<file path="src/core/btp_cfg.svh">
`ifndef BTP_CFG_SVH
`define BTP_CFG_SVH
// ==========================================================
// clock and conversion of times to cycles
`define BTP_CLK_KHZ          20000
`define BTP_CYC_NS(t)        ((((t) * `BTP_CLK_KHZ) + 999999) / 1000000)
`define BTP_CYC_MS(t)        ((t) * `BTP_CLK_KHZ)
// ==========================================================
// filter and timer durations, least values
`define BTP_T_WARN_NS        1000
`define BTP_T_TSD_NS         1700
`define BTP_T_SDOFF_MS       90
`define BTP_T_SECURE_MS      1500
`define BTP_T_OFFMIN_NS      30000
`define BTP_T_BLANK_NORM_NS  10000
`define BTP_T_BLANK_LOW_NS   15000
`define BTP_T_LIMH_NS        550
`define BTP_T_LIML_NS        2000
// ==========================================================
// command and answer field positions
`define BTP_WARN_LSB         4
`define BTP_SD_LSB           7
`define BTP_SEC_BIT          0
`define BTP_LIVE_SD_BIT      3
`define BTP_LATCH_SD_BIT     2
`define BTP_LATCH_WARN_BIT   5
// ==========================================================
// reset values, codes and widths
`define BTP_WARN_CODE_RST    3'h0
`define BTP_SD_CODE_RST      3'h0
`define BTP_SECURE_RST       1'b0
`define BTP_WARN_BAD_A       3'h2
`define BTP_WARN_BAD_B       3'h3
`define BTP_CNT_W            8
`define BTP_FRAME_W          16
`endif

</file>
<file path="src/core/btp_pkg.sv">
`default_nettype none
package btp_pkg;
`include "btp_cfg.svh"
   // ==========================================================
   // shared types
   typedef enum logic {BTP_RUN, BTP_SHUT} btp_sd_e;
   typedef enum logic [1:0] {BTP_CL_IDLE, BTP_CL_BLANK, BTP_CL_OFF} btp_cl_e;

   // thresholds and option as applied
   typedef struct packed {
      logic [2:0] sd_code;
      logic [2:0] warn_code;
      logic       secure_en;
   } btp_cfg_s;

   // flags seen by the answer frames, plus the shutdown entry count
   typedef struct packed {
      logic                  live_shutdown_n;
      logic                  latched_shutdown_n;
      logic                  latched_warning;
      logic [`BTP_CNT_W-1:0] shutdown_event_count;
   } btp_stat_s;
endpackage
`default_nettype wire

</file>
<file path="src/core/btp_thermal.sv">
// Operation
// - warning offset code in frame 4 bits 6..4; codes 010 and 011 refused
// - shutdown offset code in frame 4 bits 9..7, all eight codes legal
// - applied warning and shutdown codes echoed at same bits in frame 7b
// - over shutdown threshold disables bridge, sets latched and live flag
// - live shutdown flag low while in shutdown, high while bridge active
// - latched shutdown flag, active low, cleared by request, disable, reset
// - count shutdown entries; count clears after it has been read
// - leave shutdown on disable rising edge after release time; count clears
// - current limit derates above the warning threshold toward shutdown limit
// - below warning minus hysteresis the limit returns to first segment
// - secure delay enable in frame 5 bit 0, default off
// - with secure delay, derate only if still hot after the secure time
// - without secure delay, derate as soon as warning is reached
// - secure delay enable echoed in frame 7c bit 0
// - warning held for debounce time sets the latched warning flag
// - latched warning clears by request or disable only when cool, by reset always
// - latched warning active high, default low, in frame 8a
// - minimum off time of 30 to 45 us after current limiting
// - blanking 10 to 15 us at normal supply, 15 to 20 us when low
// - anti-glitch filters on high and low current limit comparators
// - shutdown release filter 90 to 110 ms below release level
// - secure delay lasts 1.5 to 2 s
`default_nettype none
module btp_thermal
   import btp_pkg::*;
#(
   parameter logic [20:0] P_SDOFF_CYC  = 21'(`BTP_CYC_MS(`BTP_T_SDOFF_MS)),
   parameter logic [24:0] P_SECURE_CYC = 25'(`BTP_CYC_MS(`BTP_T_SECURE_MS))
) (
   input  wire logic                    clk_sys,
   input  wire logic                    rst_n,
   // command frames from the serial front end (same clock)
   input  wire logic                    frame4_wr,
   input  wire logic [`BTP_FRAME_W-1:0] frame4_data,
   input  wire logic                    frame5_wr,
   input  wire logic [`BTP_FRAME_W-1:0] frame5_data,
   input  wire logic                    diag_clear,
   input  wire logic                    count_read,
   // analog comparators and pins (asynchronous)
   input  wire logic                    tj_over_warn,
   input  wire logic                    tj_below_warn_hyst,
   input  wire logic                    tj_over_sd,
   input  wire logic                    tj_below_sd_hyst,
   input  wire logic                    ilim_high_cmp,
   input  wire logic                    ilim_low_cmp,
   input  wire logic                    vps_above_norm,
   input  wire logic                    pwm_in,
   input  wire logic                    disable_input,
   // answer fields
   output logic [`BTP_FRAME_W-1:0]      frame7b_echo,
   output logic [`BTP_FRAME_W-1:0]      frame7c_echo,
   output logic [`BTP_FRAME_W-1:0]      frame8a_bits,
   output logic [`BTP_FRAME_W-1:0]      frame8b_bits,
   output btp_stat_s                    status,
   output btp_cfg_s                     cfg_applied,
   // bridge and limit control
   output logic                         bridge_disable,
   output logic                         ilim_derate,
   output logic                         ilim_blanking,
   output logic                         ilim_freewheel
);
   // ==========================================================
   // cycle counts derived from the clock rate
   localparam logic [5:0] WARN_CYC = 6'(`BTP_CYC_NS(`BTP_T_WARN_NS));
   localparam logic [5:0] TSD_CYC  = 6'(`BTP_CYC_NS(`BTP_T_TSD_NS));
   localparam logic [9:0] OFF_CYC  = 10'(`BTP_CYC_NS(`BTP_T_OFFMIN_NS));
   localparam logic [8:0] BLK_NORM_CYC =
      9'(`BTP_CYC_NS(`BTP_T_BLANK_NORM_NS));
   localparam logic [8:0] BLK_LOW_CYC  =
      9'(`BTP_CYC_NS(`BTP_T_BLANK_LOW_NS));
   localparam logic [3:0] LIMH_CYC = 4'(`BTP_CYC_NS(`BTP_T_LIMH_NS));
   localparam logic [5:0] LIML_CYC = 6'(`BTP_CYC_NS(`BTP_T_LIML_NS));
   localparam int unsigned NSYNC = 9;

   // ==========================================================
   // input synchronisers
   logic [NSYNC-1:0] async_in;
   logic [NSYNC-1:0] meta_r;
   logic [NSYNC-1:0] sync_r;
   logic             dis_prev_r;

   assign async_in = {disable_input, pwm_in, vps_above_norm, ilim_low_cmp,
                      ilim_high_cmp, tj_below_sd_hyst, tj_over_sd,
                      tj_below_warn_hyst, tj_over_warn};

   // two flops per pin, the first one read by the second only
   always_ff @(posedge clk_sys) begin
      if (!rst_n) begin
         meta_r <= '0;
         sync_r <= '0;
      end else begin
         meta_r <= async_in;
         sync_r <= meta_r;
      end
   end

   logic s_over_warn;
   logic s_cool_warn;
   logic s_over_sd;
   logic s_cool_sd;
   logic s_lim_hi;
   logic s_lim_lo;
   logic s_vps_norm;
   logic s_pwm;
   logic s_dis;

   assign {s_dis, s_pwm, s_vps_norm, s_lim_lo, s_lim_hi, s_cool_sd,
           s_over_sd, s_cool_warn, s_over_warn} = sync_r;

   // edge of the disable pin, used for release and flag clearing
   always_ff @(posedge clk_sys) begin
      if (!rst_n) begin
         dis_prev_r <= 1'b0;
      end else begin
         dis_prev_r <= s_dis;
      end
   end

   logic dis_rise;
   logic flag_clear;

   assign dis_rise   = s_dis && !dis_prev_r;
   assign flag_clear = diag_clear || dis_rise;

   // ==========================================================
   // configuration
   btp_cfg_s   cfg_r;
   logic [2:0] warn_wr;
   logic [2:0] sd_wr;

   assign warn_wr = frame4_data[`BTP_WARN_LSB +: 3];
   assign sd_wr   = frame4_data[`BTP_SD_LSB +: 3];

   // a forbidden warning code leaves the old threshold in force
   always_ff @(posedge clk_sys) begin
      if (!rst_n) begin
         cfg_r.warn_code <= `BTP_WARN_CODE_RST;
         cfg_r.sd_code   <= `BTP_SD_CODE_RST;
      end else if (frame4_wr) begin
         if (warn_wr != `BTP_WARN_BAD_A && warn_wr != `BTP_WARN_BAD_B) begin
            cfg_r.warn_code <= warn_wr;
         end
         cfg_r.sd_code <= sd_wr;
      end
   end

   // secure delay option
   always_ff @(posedge clk_sys) begin
      if (!rst_n) begin
         cfg_r.secure_en <= `BTP_SECURE_RST;
      end else if (frame5_wr) begin
         cfg_r.secure_en <= frame5_data[`BTP_SEC_BIT];
      end
   end

   assign cfg_applied = cfg_r;

   // ==========================================================
   // filters on temperature comparators
   logic warn_hot;
   logic sd_hot;
   logic release_ok;
   logic secure_done;
   logic in_shut;

   btp_timer #(.W(6)) u_warn_filt (
      .clk_sys (clk_sys),
      .rst_n   (rst_n),
      .cond    (s_over_warn),
      .limit   (WARN_CYC),
      .done    (warn_hot)
   );

   btp_timer #(.W(6)) u_sd_filt (
      .clk_sys (clk_sys),
      .rst_n   (rst_n),
      .cond    (s_over_sd),
      .limit   (TSD_CYC),
      .done    (sd_hot)
   );

   // release time only runs while shut down and below release level
   btp_timer #(.W(21)) u_release (
      .clk_sys (clk_sys),
      .rst_n   (rst_n),
      .cond    (in_shut && s_cool_sd),
      .limit   (P_SDOFF_CYC),
      .done    (release_ok)
   );

   // secure time runs while hot but not yet at shutdown level
   btp_timer #(.W(25)) u_secure (
      .clk_sys (clk_sys),
      .rst_n   (rst_n),
      .cond    (cfg_r.secure_en && s_over_warn && !s_over_sd),
      .limit   (P_SECURE_CYC),
      .done    (secure_done)
   );

   // ==========================================================
   // shutdown state
   btp_sd_e sd_state_r;

   assign in_shut = (sd_state_r == BTP_SHUT);

   // only a disable rising edge after the release time ends it
   always_ff @(posedge clk_sys) begin
      if (!rst_n) begin
         sd_state_r <= BTP_RUN;
      end else begin
         unique case (sd_state_r)
            BTP_RUN: begin
               if (sd_hot) begin
                  sd_state_r <= BTP_SHUT;
               end
            end
            BTP_SHUT: begin
               if (dis_rise && release_ok) begin
                  sd_state_r <= BTP_RUN;
               end
            end
         endcase
      end
   end

   logic sd_entry;
   logic sd_release;

   assign sd_entry   = (sd_state_r == BTP_RUN) && sd_hot;
   assign sd_release = in_shut && dis_rise && release_ok;

   // live flag follows the state, registered
   always_ff @(posedge clk_sys) begin
      if (!rst_n) begin
         status.live_shutdown_n <= 1'b1;
      end else begin
         status.live_shutdown_n <= !(in_shut || sd_entry);
      end
   end

   // latched flag: a new entry beats a clear in the same cycle
   always_ff @(posedge clk_sys) begin
      if (!rst_n) begin
         status.latched_shutdown_n <= 1'b1;
      end else if (sd_entry) begin
         status.latched_shutdown_n <= 1'b0;
      end else if (flag_clear) begin
         status.latched_shutdown_n <= 1'b1;
      end
   end

   // entry counter saturates rather than wrap to a clean zero
   always_ff @(posedge clk_sys) begin
      if (!rst_n) begin
         status.shutdown_event_count <= '0;
      end else if (sd_entry) begin
         if (count_read) begin
            status.shutdown_event_count <= `BTP_CNT_W'(1);
         end else if (status.shutdown_event_count != '1) begin
            status.shutdown_event_count <=
               status.shutdown_event_count + `BTP_CNT_W'(1);
         end
      end else if (count_read || sd_release) begin
         status.shutdown_event_count <= '0;
      end
   end

   // ==========================================================
   // warning flag: clear honoured only once the die is cool
   always_ff @(posedge clk_sys) begin
      if (!rst_n) begin
         status.latched_warning <= 1'b0;
      end else if (warn_hot) begin
         status.latched_warning <= 1'b1;
      end else if (flag_clear && !s_over_warn) begin
         status.latched_warning <= 1'b0;
      end
   end

   // ==========================================================
   // temperature dependent current limit segment
   logic derate_req;

   assign derate_req = warn_hot && (!cfg_r.secure_en || secure_done);

   // leave derating only below warning minus hysteresis
   always_ff @(posedge clk_sys) begin
      if (!rst_n) begin
         ilim_derate <= 1'b0;
      end else if (derate_req) begin
         ilim_derate <= 1'b1;
      end else if (s_cool_warn) begin
         ilim_derate <= 1'b0;
      end
   end

   // ==========================================================
   // current limit loop: glitch filters, blanking, off time
   logic    hi_seen;
   logic    lo_seen;
   logic    blank_done;
   logic    off_done;
   logic    blank_long_r;
   logic    pwm_prev_r;
   btp_cl_e cl_state_r;

   btp_timer #(.W(4)) u_hi_filt (
      .clk_sys (clk_sys),
      .rst_n   (rst_n),
      .cond    (s_lim_hi),
      .limit   (LIMH_CYC),
      .done    (hi_seen)
   );

   btp_timer #(.W(6)) u_lo_filt (
      .clk_sys (clk_sys),
      .rst_n   (rst_n),
      .cond    (s_lim_lo),
      .limit   (LIML_CYC),
      .done    (lo_seen)
   );

   btp_timer #(.W(9)) u_blank (
      .clk_sys (clk_sys),
      .rst_n   (rst_n),
      .cond    (cl_state_r == BTP_CL_BLANK),
      .limit   (blank_long_r ? BLK_LOW_CYC : BLK_NORM_CYC),
      .done    (blank_done)
   );

   btp_timer #(.W(10)) u_offmin (
      .clk_sys (clk_sys),
      .rst_n   (rst_n),
      .cond    (cl_state_r == BTP_CL_OFF),
      .limit   (OFF_CYC),
      .done    (off_done)
   );

   // supply level sampled once per blanking; later crossings ignored
   always_ff @(posedge clk_sys) begin
      if (!rst_n) begin
         blank_long_r <= 1'b0;
      end else if (cl_state_r == BTP_CL_IDLE && hi_seen) begin
         blank_long_r <= !s_vps_norm;
      end
   end

   always_ff @(posedge clk_sys) begin
      if (!rst_n) begin
         pwm_prev_r <= 1'b0;
      end else begin
         pwm_prev_r <= s_pwm;
      end
   end

   // a pwm fall during blanking also starts the off time
   always_ff @(posedge clk_sys) begin
      if (!rst_n || in_shut) begin
         cl_state_r <= BTP_CL_IDLE;
      end else begin
         unique case (cl_state_r)
            BTP_CL_IDLE: begin
               if (hi_seen) begin
                  cl_state_r <= BTP_CL_BLANK;
               end
            end
            BTP_CL_BLANK: begin
               if (blank_done || (pwm_prev_r && !s_pwm)) begin
                  cl_state_r <= BTP_CL_OFF;
               end
            end
            BTP_CL_OFF: begin
               if (off_done && lo_seen) begin
                  cl_state_r <= BTP_CL_IDLE;
               end
            end
            default: begin
               cl_state_r <= BTP_CL_IDLE;
            end
         endcase
      end
   end

   assign ilim_blanking  = (cl_state_r == BTP_CL_BLANK);
   assign ilim_freewheel = (cl_state_r == BTP_CL_OFF);
   assign bridge_disable = in_shut;

   // ==========================================================
   // answer fields, codes in the command positions
   always_comb begin
      frame7b_echo = '0;
      frame7b_echo[`BTP_WARN_LSB +: 3] = cfg_r.warn_code;
      frame7b_echo[`BTP_SD_LSB +: 3]   = cfg_r.sd_code;
      frame7c_echo = '0;
      frame7c_echo[`BTP_SEC_BIT] = cfg_r.secure_en;
      frame8a_bits = '0;
      frame8a_bits[`BTP_LATCH_WARN_BIT] = status.latched_warning;
      frame8b_bits = '0;
      frame8b_bits[`BTP_LIVE_SD_BIT]  = status.live_shutdown_n;
      frame8b_bits[`BTP_LATCH_SD_BIT] = status.latched_shutdown_n;
   end
endmodule
`default_nettype wire

</file>
<file path="src/core/btp_timer.sv">
`default_nettype none
// ==========================================================
// qualifying counter: done once cond held for limit cycles
module btp_timer #(
   parameter int unsigned W = 8
) (
   input  wire logic         clk_sys,
   input  wire logic         rst_n,
   input  wire logic         cond,
   input  wire logic [W-1:0] limit,
   output logic              done
);
   logic [W-1:0] cnt_r;

   // restart whenever the condition drops, saturate at the limit
   always_ff @(posedge clk_sys) begin
      if (!rst_n || !cond) begin
         cnt_r <= '0;
      end else if (cnt_r != limit) begin
         cnt_r <= cnt_r + W'(1);
      end
   end

   assign done = cond && (cnt_r == limit);
endmodule
`default_nettype wire

</file>
<file path="config.mk">
export PLATFORM = sky130hd
export DESIGN_NAME = btp_thermal
export DESIGN_NICKNAME = d
export VERILOG_FILES = /design/src/core/btp_pkg.sv /design/src/core/btp_thermal.sv /design/src/core/btp_timer.sv
export VERILOG_INCLUDE_DIRS = /design/src /design/src/core
export SDC_FILE = /design/constraint.sdc
export NUM_CORES = 1
export LEC_CHECK = 0
export ABC_AREA = 1
export BUFFER_PORTS_ARGS = -buffer_cell sky130_fd_sc_hd__buf_2
export CAP_MARGIN = 40
export CORE_UTILIZATION = 41
export CTS_BUF_LIST = sky130_fd_sc_hd__clkbuf_4
export CTS_CLUSTER_SIZE = 14
export DETAILED_ROUTE_END_ITERATION = 7
export GPL_TIMING_DRIVEN = 0
export PLACE_DENSITY = 0.74
export SLEW_MARGIN = 15
export SYNTH_ARGS = -nofsm -noshare
export SYNTH_HDL_FRONTEND = slang
export SYNTH_SLANG_ARGS = --single-unit
</file>
<file path="constraint.sdc">
create_clock -name clk_sys -period 2.1 [get_ports clk_sys]
set_clock_uncertainty 0.2 [all_clocks]
set_input_delay 0.21 -clock clk_sys [delete_from_list [all_inputs] [get_ports clk_sys]]
set_output_delay 0.21 -clock clk_sys [all_outputs]
set_load 0.01 [all_outputs]
</file>
; ---- Yosys cells after proc, flatten, opt, wreduce, memory -nomap -nowiden
; Index checks and enable logic that the tools add are counted.
[totals]
reg_bits = 130
in_bits = 47
output_inout_bits = 86
[classes]
n_addsub = 9
eq_ne = 25
muxes = 18
bitwise_logic = 1
n_reduce_logical = 58
[ops]
columns = op, count
row1 = 2-to-1 mux 8 bit, 4
row2 = "adder 25 x 1 -> 25 bit, second input constant", 1
row3 = "equality test 25 bit, second input constant", 1
row4 = "!= test 25 bit, second input constant", 1
row5 = logical AND 1 bit, 22
row6 = "adder 21 x 1 -> 21 bit, second input constant", 1
row7 = "equality test 21 bit, second input constant", 1
row8 = "!= test 21 bit, second input constant", 1
row9 = "adder 6 x 1 -> 6 bit, second input constant", 3
row10 = logical NOT 1 bit, 14
row11 = logical OR 1 bit, 14
row12 = "equality test 6 bit, second input constant", 2
row13 = "!= test 6 bit, second input constant", 2
row14 = "adder 10 x 1 -> 10 bit, second input constant", 1
row15 = "equality test 10 bit, second input constant", 1
row16 = "!= test 10 bit, second input constant", 1
row17 = "adder 9 x 1 -> 9 bit, second input constant", 1
row18 = equality test 9 bit, 1
row19 = 2-to-1 mux 9 bit, 1
row20 = "!= test 3 x 2 -> 1 bit, second input constant", 3
row21 = != test 9 bit, 1
row22 = "adder 8 x 1 -> 8 bit, second input constant", 1
row23 = 2-to-1 mux 1 bit, 8
row24 = "!= test 8 bit, second input constant", 1
row25 = 16 further kinds, 24

; ---- Depth between registers and ports, before layout
; Gate-level depths: netlist of the first run.
[logic_depth]
word_depth = 7
ltp_mapped = 12

; ---- Hierarchy
; Synthesis of the first run repeated with hierarchy kept, for this count alone.
[unflattened]
hier_cells = 1580
hier_area_um2 = 9606.7
[by_module_without_submodules]
columns = mod, n_inst, cells_each, area_per_inst_um2, seq_area_each_um2
row1 = btp_timer at u_secure, 1, 410, 2237.1, 500.5
row2 = btp_thermal, 1, 295, 2165.8, 860.8
row3 = btp_timer at u_release, 1, 335, 1828.0, 420.4
row4 = btp_timer at u_lo_filt ..., 3, 83, 531.8, 120.1
row5 = btp_timer at u_offmin, 1, 128, 757.0, 200.2
row6 = btp_timer at u_blank, 1, 112, 684.4, 180.2
row7 = btp_timer at u_hi_filt, 1, 51, 339.1, 80.1

; ---- Worst setup path before layout of the first run
; OpenSTA, ideal clock, no wires.
[synth_timing]
path_kind = register -> register
from = register u_secure.cnt_r[0]
to = register u_secure.cnt_r[20]
setup_ps = 113
arrival_time_ps = 1400
slack_ps = 387
path_stages_with_launch = 13
path_buffers = 0
cell_sequence = dfxtp_1 ha_1 nand2_1 inv_1 nand2_1 nor2_2 nand2_1 nor2_2 nand2_2 nor2_1 nand2_1 nand2_1 nor2_1
[synth_between]
elab_chain_cells = 1
word_cells_on_any_way = 2
cone_classes = add/sub: 1 / eq/ne: 1
[synth_rtl]
columns = item, line
row1 = from (decl), btp_timer.sv:13  ; logic [W-1:0] cnt_r;
row2 = from (signal assigned), btp_timer.sv:20  ; cnt_r <= cnt_r + W'(1);
row3 = adder 25 x 1 -> 25 bit or != test 25 bit (tied branches), "btp_timer.sv:20, btp_timer.sv:19"
; Several ways; a longest one is shown, not always the timed one.
; A chain may end at the register's enable or synchronous reset.

; ---- Worst setup path in the final report of the first run
[layout_timing]
from = register u_warn_filt.cnt_r[0]
to = register u_warn_filt.cnt_r[5]
[layout_between]
elab_chain_cells = 1
word_cells_on_any_way = 2
cone_classes = add/sub: 1 / eq/ne: 1
[layout_rtl]
columns = item, line
row1 = from (decl), btp_timer.sv:13
row2 = from (signal assigned), btp_timer.sv:20
row3 = adder 6 x 1 -> 6 bit or != test 6 x 5 -> 1 bit (tied branches), "btp_timer.sv:20, btp_timer.sv:19"
; Several ways; a longest one is shown, not always the timed one.

==> results of run 1 <==
[metrics by stage]
step	hold WS (ps)	setup TNS, ps
after floorplan	108	0
after global placement	195	0
after detailed placement	196	0
after CTS	4.10	0
after global routing	58.3	-6.27
final	41.3	0
[worst max-delay path by stage]
stage / from / to / slack, ps / cells past startpoint
after CTS: u_secure.cnt_r[0] / u_secure.cnt_r[18] / 100 / 12
after detailed placement: rst_n / u_release.cnt_r[20] / 110 / 6
after global placement: rst_n / u_release.cnt_r[19] / 140 / 6
after floorplan: u_secure.cnt_r[0] / u_secure.cnt_r[20] / 390 / 12
after global routing: u_secure.cnt_r[0] / u_secure.cnt_r[20] / -6 / 12
final: u_warn_filt.cnt_r[0] / u_warn_filt.cnt_r[5] / 110 / 7
[layout by cell type (no fill, tap or decap), types with 16 or more instances in the layout]
cell,instances
nand4_1,18
nand2_1,174
nand3_1,49
inv_1,135
buf_2,54
dfxtp_1,128
clkbuf_4,19
ha_1,16
nor3_1,18
o21ai_0,40
conb_1,54
dlygate4sd3_1,34
buf_4,67
nor2_1,99
a21oi_1,75
[layout make-up]
cell class / count / area, sq um
Buffer: 71 / 513
Clock buffer: 19 / 143
Clock inverter: 12 / 135
Fill cell: 1511 / 7490
Inverter: 139 / 522
Multi-Input combinational cell: 614 / 3030
Sequential cell: 130 / 2610
Tap cell: 211 / 264
Timing Repair Buffer: 88 / 616
[cells in the mapped netlist]
| master | instances | area (sq um) |
|---|---|---|
| a21oi_2 | 1 | 8.76 |
| a211oi_1 | 5 | 37.5 |
| buf_4 | 65 | 488 |
| o21bai_1 | 2 | 15.0 |
| nor4_2 | 1 | 12.5 |
| nand2_1 | 175 | 657 |
| nor2_2 | 5 | 31.3 |
| nor2_1 | 99 | 372 |
| and3_1 | 1 | 6.26 |
| or2_0 | 2 | 12.5 |
| nand3_2 | 3 | 30.0 |
| conb_1 | 1 | 3.75 |
| nor2_4 | 3 | 33.8 |
| inv_1 | 136 | 510 |
| and2_1 | 1 | 6.26 |
| nor3b_1 | 2 | 15.0 |
| o21a_1 | 3 | 22.5 |
| or3_1 | 2 | 12.5 |
| nand2_4 | 3 | 33.8 |
| ha_1 | 16 | 200 |
| xnor2_1 | 5 | 43.8 |
| a21oi_1 | 75 | 375 |
| o21ai_0 | 40 | 200 |
| buf_2 | 2 | 10.0 |
| o31ai_1 | 1 | 7.51 |
| nand3b_1 | 4 | 30.0 |
| inv_2 | 3 | 11.3 |
| nor3_1 | 18 | 90.1 |
| nand4_1 | 18 | 113 |
| nand2_2 | 3 | 18.8 |
| nor3_4 | 1 | 16.3 |
| dfxtp_1 | 130 | 2600 |
| nor3_2 | 1 | 10.0 |
| or2_2 | 7 | 43.8 |
| nand3_1 | 49 | 245 |
| nor4_1 | 1 | 6.26 |
| or4_1 | 1 | 7.51 |
| clkbuf_1 | 4 | 15.0 |
| xor2_1 | 12 | 105 |
[repair_timing]
item                                    in CTS  in global routing
gates resized for setup                      0                  5
hold buffers                                34                  0
endpoints found under the hold margin       50                  0
endpoints found under the setup margin       0                 11
buffers inserted                             0                  2
[metal layers]
metal | part of all wire, % | up-vias
li1 | - | 3068
met1 | 47 | 2541
met2 | 47 | 118
met3 | 4.8 | 13
met4 | 1.2 | 0
met5 | 0 | -
[flip-flops by register name, summed over array words and instances (netlist names), 2 cells and up]
register           cells
u_secure.cnt_r        25
u_release.cnt_r       21
u_offmin.cnt_r        10
meta_r                 9
sync_r                 9
u_blank.cnt_r          9
status                 8
cfg_applied            7
u_lo_filt.cnt_r        6
u_sd_filt.cnt_r        6
u_warn_filt.cnt_r      6
u_hi_filt.cnt_r        4
cl_state_r             2
frame8b_bits           2
[report_power, final]
part           internal, W  switching [W]  leakage [nW]
combinational     0.000167       0.000153          2.20
sequential         0.00249      0.0000194          1.05
clock             0.000731       0.000951         0.141
total              0.00339        0.00112          3.40
[critical path, delay by kind of cell, from the launching register on]
kind	cells	cell delay [ps]
AOI/OAI and AO/OA	2	260
adders and majority gates	1	200
buffers and inverters	2	660
DFF	1	370
and+or+nand+nor	2	250
[cells by family (layout without fill, tap and decap cells)]
| family | after synthesis | after routing |
|---|---|---|
| simple gates | 400 | 400 |
| buf+inv | 210 | 329 |
| flops | 130 | 130 |
| compound gates | 127 | 127 |
| xor+xnor | 17 | 17 |
| fa+ha+maj | 16 | 16 |
| other cells | 1 | 54 |
==> summary.md, run 1 <==
| Metric | Value |
|---|---|
| Run status | finished, final reports clean |
| Most Crowded Layer GR | met2 |
| Hold path depth | 4 |
| WP data arrival | 2260 ps |
| Average size of a mapped cell | 7.17 sq um |
| TritonRoute pass-1 iters | 4 |
| Crit path capture type | flip-flop |
| Xor and xnor area share after synthesis | 2.30% |
| Yosys synthesis warning count | 0 |
| PD cells | 577 nW/um^2 |
| Synthesized flop and latch total | 130 |
| Die X | 128 microns |
| Period Utilization, post-route | 94.8% |
| Leak | 3.40 nW |
| Vias/cell | 4.47 |
| Simple-gate share of the synthesized area | 27.9% |
| Final WS setup | 109 ps |
| FF-to-FF setup slack | 110 ps |
| Nets | 1124 |
| Seq/Total Area, Yosys | 40.3% |
| RePlAce Congestion | 0.851 |
| Initial antenna violation count | 0 |
| Main combinational cell family by area after synthesis | simple AND/OR/NAND/NOR gates |
| Gr usage total | 17.0% |
| Initial Util | 42.2% |
| Largest net degree at the start of global routing | 17 |
| Hold Fails Final Rpt | 0 |
| Worst-path clk slew | 120 ps |
| CTS tree | done |
| Clk root buf | clkbuf_4 |
| Met2 usage in global routing | 29.4% |
| Final HPWL DP | 9460 microns |
| R2r endpoint | u_warn_filt.cnt_r[5] |
| Setup CP Type | flip-flop to flip-flop |
| Max-slew headroom at the worst pin | 56.7% |
| DRC Markers | 0 |
| Yosys cell types | 39 |
| Tmin final | 1990 ps |
| Core area | 15300 sq um |
| Placed cell count | 1217 |
| Core Rows | 45 |
| M3 GR Usage | 4.61% |
| First-pass GRT wire length | 22300 microns |
| Met1 Track Usage GR | 20.4% |
| Dpl cell area | 7180 sq um |
| Final instance area | 7830 sq um |
| Antenna diodes | 0 |
| Htree depth | 4 |
| Synth Area in Compound Gates | 10.3% |
| Synthesized cell area | 6460 sq um |
| Hold WC Path Type | primary input to flip-flop |
| Design Power | 0.00452 W |
| Reg2reg start | u_warn_filt.cnt_r[0] |
| Multiplexer share of the synthesized area | 0% |
| Pre-CTS setup slack | 111 ps |
| Share of cells above drive strength 1 | 17.4% |
| Post-route ant nets | 0 |
| Vias in the first global route | 5182 |
| Die H | 128 microns |
| Crit-path slowest cell | dlygate4sd3_1 |
| Worst reg2reg path depth | 7 |
| Min-delay src | rst_n |
| Crit Path Max Fanout | 5 |
| CTS Buf Count | 17 |
| Area growth syn-to-layout | 21.2% |
| RSZ-0062 raised after global routing | true |
| Slew @ Worst Pin | 649 ps |
| Die ar. | 16300 sq um |
| Slew Limit Fails | 0 |
| Mapped Cells | 901 |
| Fmax | 502 MHz |
| Congestion Overflow GR | 0 |
| Io pins | 133 |
| CP Launch Type | flip-flop |
| Worst-case clock buffer depth | 2 |
| Vias | 5740 |
| Crit path cell chain | inv_1, ha_1, nand4_1, nand3_1, dlygate4sd3_1, o21bai_1, a21oi_1 |
| Setup violators final | 0 |
| Worst-skew pair later-pin latency | 530 ps |
| Max_cap viols | 0 |
| Finished Layout Cells | 1284 |
| Post-synthesis adder-cell area fraction | 3.10% |
| PortBufs | 52 |
| Drt initial violations | 332 |
| Post-Route Utilization | 51.1% |
| CTS sink count | 130 |
| Largest vdd supply drop | 0.326 mV |
| DR WL/cell | 10.3 microns |
| Critical Path Max Stage Delay | 580 ps |
| Worst Path Required | 2360 ps |
| WL final | 13300 microns |
| Worst hold endpoint | meta_r[5] |
No activity file was read; power rests on OpenSTA's default activity.
==> inputs of run 2 (changes only) <==
--- a/config.mk
+++ b/config.mk
@@ -15,6 +15,8 @@
 export DETAILED_ROUTE_END_ITERATION = 7
 export GPL_TIMING_DRIVEN = 0
 export PLACE_DENSITY = 0.74
+export REMOVE_ABC_BUFFERS = 1
+export SETUP_SLACK_MARGIN = 0.4
 export SLEW_MARGIN = 15
 export SYNTH_ARGS = -nofsm -noshare
 export SYNTH_HDL_FRONTEND = slang
==> summary.md, run 2 (synthesis gave the netlist of run 1 again) <==
| Metric | Value |
|---|---|
| Run status | finished, final reports clean (unchanged) |
| Area growth syn-to-layout | 26.8% (was 21.2%) |
| DR WL/cell | 11.4 microns (was 10.3 microns) |
| Met1 Track Usage GR | 22.0% (was 20.4%) |
| Fmax | 581 MHz (was 502 MHz) |
| Most Crowded Layer GR | met2 (unchanged) |
| CTS tree | done (unchanged) |
| Die X | 128 microns (unchanged) |
| Reg2reg start | u_sd_filt.cnt_r[0] (was u_warn_filt.cnt_r[0]) |
| Period Utilization, post-route | 81.9% (was 94.8%) |
| Vias in the first global route | 5145 (was 5182) |
| PD cells | 551 nW/um^2 (was 577 nW/um^2) |
| RSZ-0062 raised after global routing | true (unchanged) |
| Tmin final | 1720 ps (was 1990 ps) |
| Fill cells | 1387 (was 1511) |
| WP data arrival | 2000 ps (was 2260 ps) |
| Nets | 1100 (was 1124) |
| Commonest non-fill, non-tap cells in the layout | 160 x nand2_1, 124 x inv_1, 95 x dfxtp_1 (was 174 x nand2_1, 135 x inv_1, 128 x dfxtp_1) |
| CTS Buf Count | 17 (unchanged) |
| TritonRoute pass-1 iters | 5 (was 4) |
| Worst Path Required | 2380 ps (was 2360 ps) |
| Setup CP Type | flip-flop to flip-flop (unchanged) |
| DRC Markers | 0 (unchanged) |
| Congestion Overflow GR | 0 (unchanged) |
| Slew Limit Fails | 0 (unchanged) |
| Min-delay src | rst_n (unchanged) |
| M3 GR Usage | 4.10% (was 4.61%) |
| Vias | 5846 (was 5740) |
| Core area | 15300 sq um (unchanged) |
| Met2 usage in global routing | 28.5% (was 29.4%) |
| Final HPWL DP | 8690 microns (was 9460 microns) |
| Largest registers | u_secure.cnt_r x25, u_release.cnt_r x21, u_offmin.cnt_r x10 (unchanged) |
| PortBufs | 53 (was 52) |
| Area of the multi-input gates | 3420 sq um (was 3030 sq um) |
| Worst-case clock buffer depth | 2 (unchanged) |
| Slew @ Worst Pin | 606 ps (was 649 ps) |
| CP Launch Type | flip-flop (unchanged) |
| Drt initial violations | 362 (was 332) |
| Max-slew headroom at the worst pin | 59.6% (was 56.7%) |
| RePlAce Congestion | 0.841 (was 0.851) |
| Hold Fails Final Rpt | 0 (unchanged) |
| Die ar. | 16300 sq um (unchanged) |
| Clk root buf | clkbuf_4 (unchanged) |
| Die H | 128 microns (unchanged) |
| Worst-path clk slew | 120 ps (about the same) |
| Setup violators final | 0 (unchanged) |
| Worst-skew pair later-pin latency | 550 ps (was 530 ps) |
| First-pass GRT wire length | 22700 microns (was 22300 microns) |
| Number of flip-flops under the largest register name | 25 (unchanged) |
| Vias/cell | 4.64 (was 4.47) |
| Post-route ant nets | 0 (unchanged) |
| Largest net degree at the start of global routing | 28 (was 17) |
| Reg area | 2660 sq um (was 2610 sq um) |
| Io pins | 133 (unchanged) |
| WL final | 14400 microns (was 13300 microns) |
| Dpl cell area | 6680 sq um (was 7180 sq um) |
| CTS sink count | 130 (unchanged) |
| Most common cell after layout, fill and taps aside | nand2_1 (unchanged) |
| Largest vdd supply drop | 0.347 mV (was 0.326 mV) |
| Final instance area | 8190 sq um (was 7830 sq um) |
| Leak | 3.42 nW (was 3.40 nW) |
| Htree depth | 4 (unchanged) |
| Share of cells above drive strength 1 | 23.6% (was 17.4%) |
| Crit Path Max Fanout | 7 (was 5) |
| Initial antenna violation count | 1 (was 0) |
| Hold slack final | 120 ps (was 41.3 ps) |
| Crit path from | u_sd_filt.cnt_r[0] (was u_warn_filt.cnt_r[0]) |
| Hold WC Path Type | primary input to flip-flop (unchanged) |
| Core Rows | 45 (unchanged) |
| Initial Util | 42.2% (unchanged) |
| Crit path capture type | flip-flop (unchanged) |
| Max_cap viols | 0 (unchanged) |
| Gr usage total | 17.5% (was 17.0%) |
| Biggest register | u_secure.cnt_r (unchanged) |
run 2: cell count changes in the layout (fill, tap and decap cells not counted), moves of 11 or more:
cell,change
dfxtp_2,+28
nand2_1,-14
buf_4,-38
nor2_1,-12
dlygate4sd3_1,+15
dfxtp_1,-33
inv_1,-11
run 2: critical path, cell delays in order, from the launching register on:
cell and delay, ps:
dfxtp_2 340, inv_2 70, ha_4 130, nand3_4 70, nor2_4 120, nand3_4 130
nor2_4 150, nand2_4 110, nand2_8 140, nand2_1 80, a21oi_2 130
run 2: final timing paths:
path / cells after the start / endpoint / slack (ps)
worst max-delay path: 10 / status[3] / 380
worst min-delay path: 5 / u_release.cnt_r[2] / 120
worst max register to register: 10 / status[3] / 380
worst min register to register: 1 / u_secure.cnt_r[8] / 250
run 2: report_power, final:
| part | total [W] | switching, W | internal [W] |
|---|---|---|---|
| sequential | 0.00251 | 0.0000178 | 0.00249 |
| clock | 0.00174 | 0.000908 | 0.000830 |
| combinational | 0.000273 | 0.000155 | 0.000119 |
run 2: repair_timing:
action,4_1_cts,5_1_grt
setup buffers,15,17
hold buffers,49,1
pin swaps,11,38
endpoints found under the hold margin,46,7
gates resized for setup,37,118
setup endpoints to repair,57,71
run 2: per-layer routing:
| layer | vias to the layer above | part of all wire (%) |
|---|---|---|
| met3 | 23 | 4.1 |
| met2 | 140 | 48 |
| met5 | - | 0 |
| met4 | 0 | 2.1 |
| met1 | 2661 | 45 |
| li1 | 3022 | - |
run 2: cell type report:
cell class,instances,share of cell area (%)
antenna,1,0.0305
clock buffer,19,1.74
clock inverter,12,1.73
inverter,139,6.49
multi-input combinational,614,41.7
sequential,130,32.5
tap,211,3.22
timing repair buffer,135,12.6
run 2: through the flow:
| stage | utilization (%) | std cells | setup TNS, ps | worst slack, ps | total power, W |
|---|---|---|---|---|---|
| 2_1_floorplan | - | 883 | 0 | 383 | 0.00267 |
| 3_3_place_gp | 43.6 | 1147 | -14670 | -640 | 0.00274 |
| 3_5_place_dp | 43.6 | 1147 | -15490 | -654 | 0.00274 |
| 4_1_cts | 50.1 | 1242 | 0 | 366 | 0.00455 |
| 5_1_grt | 53.5 | 1261 | 0 | 299 | 0.00471 |
| 6_report | 53.5 | 1261 | 0 | 380 | 0.00452 |
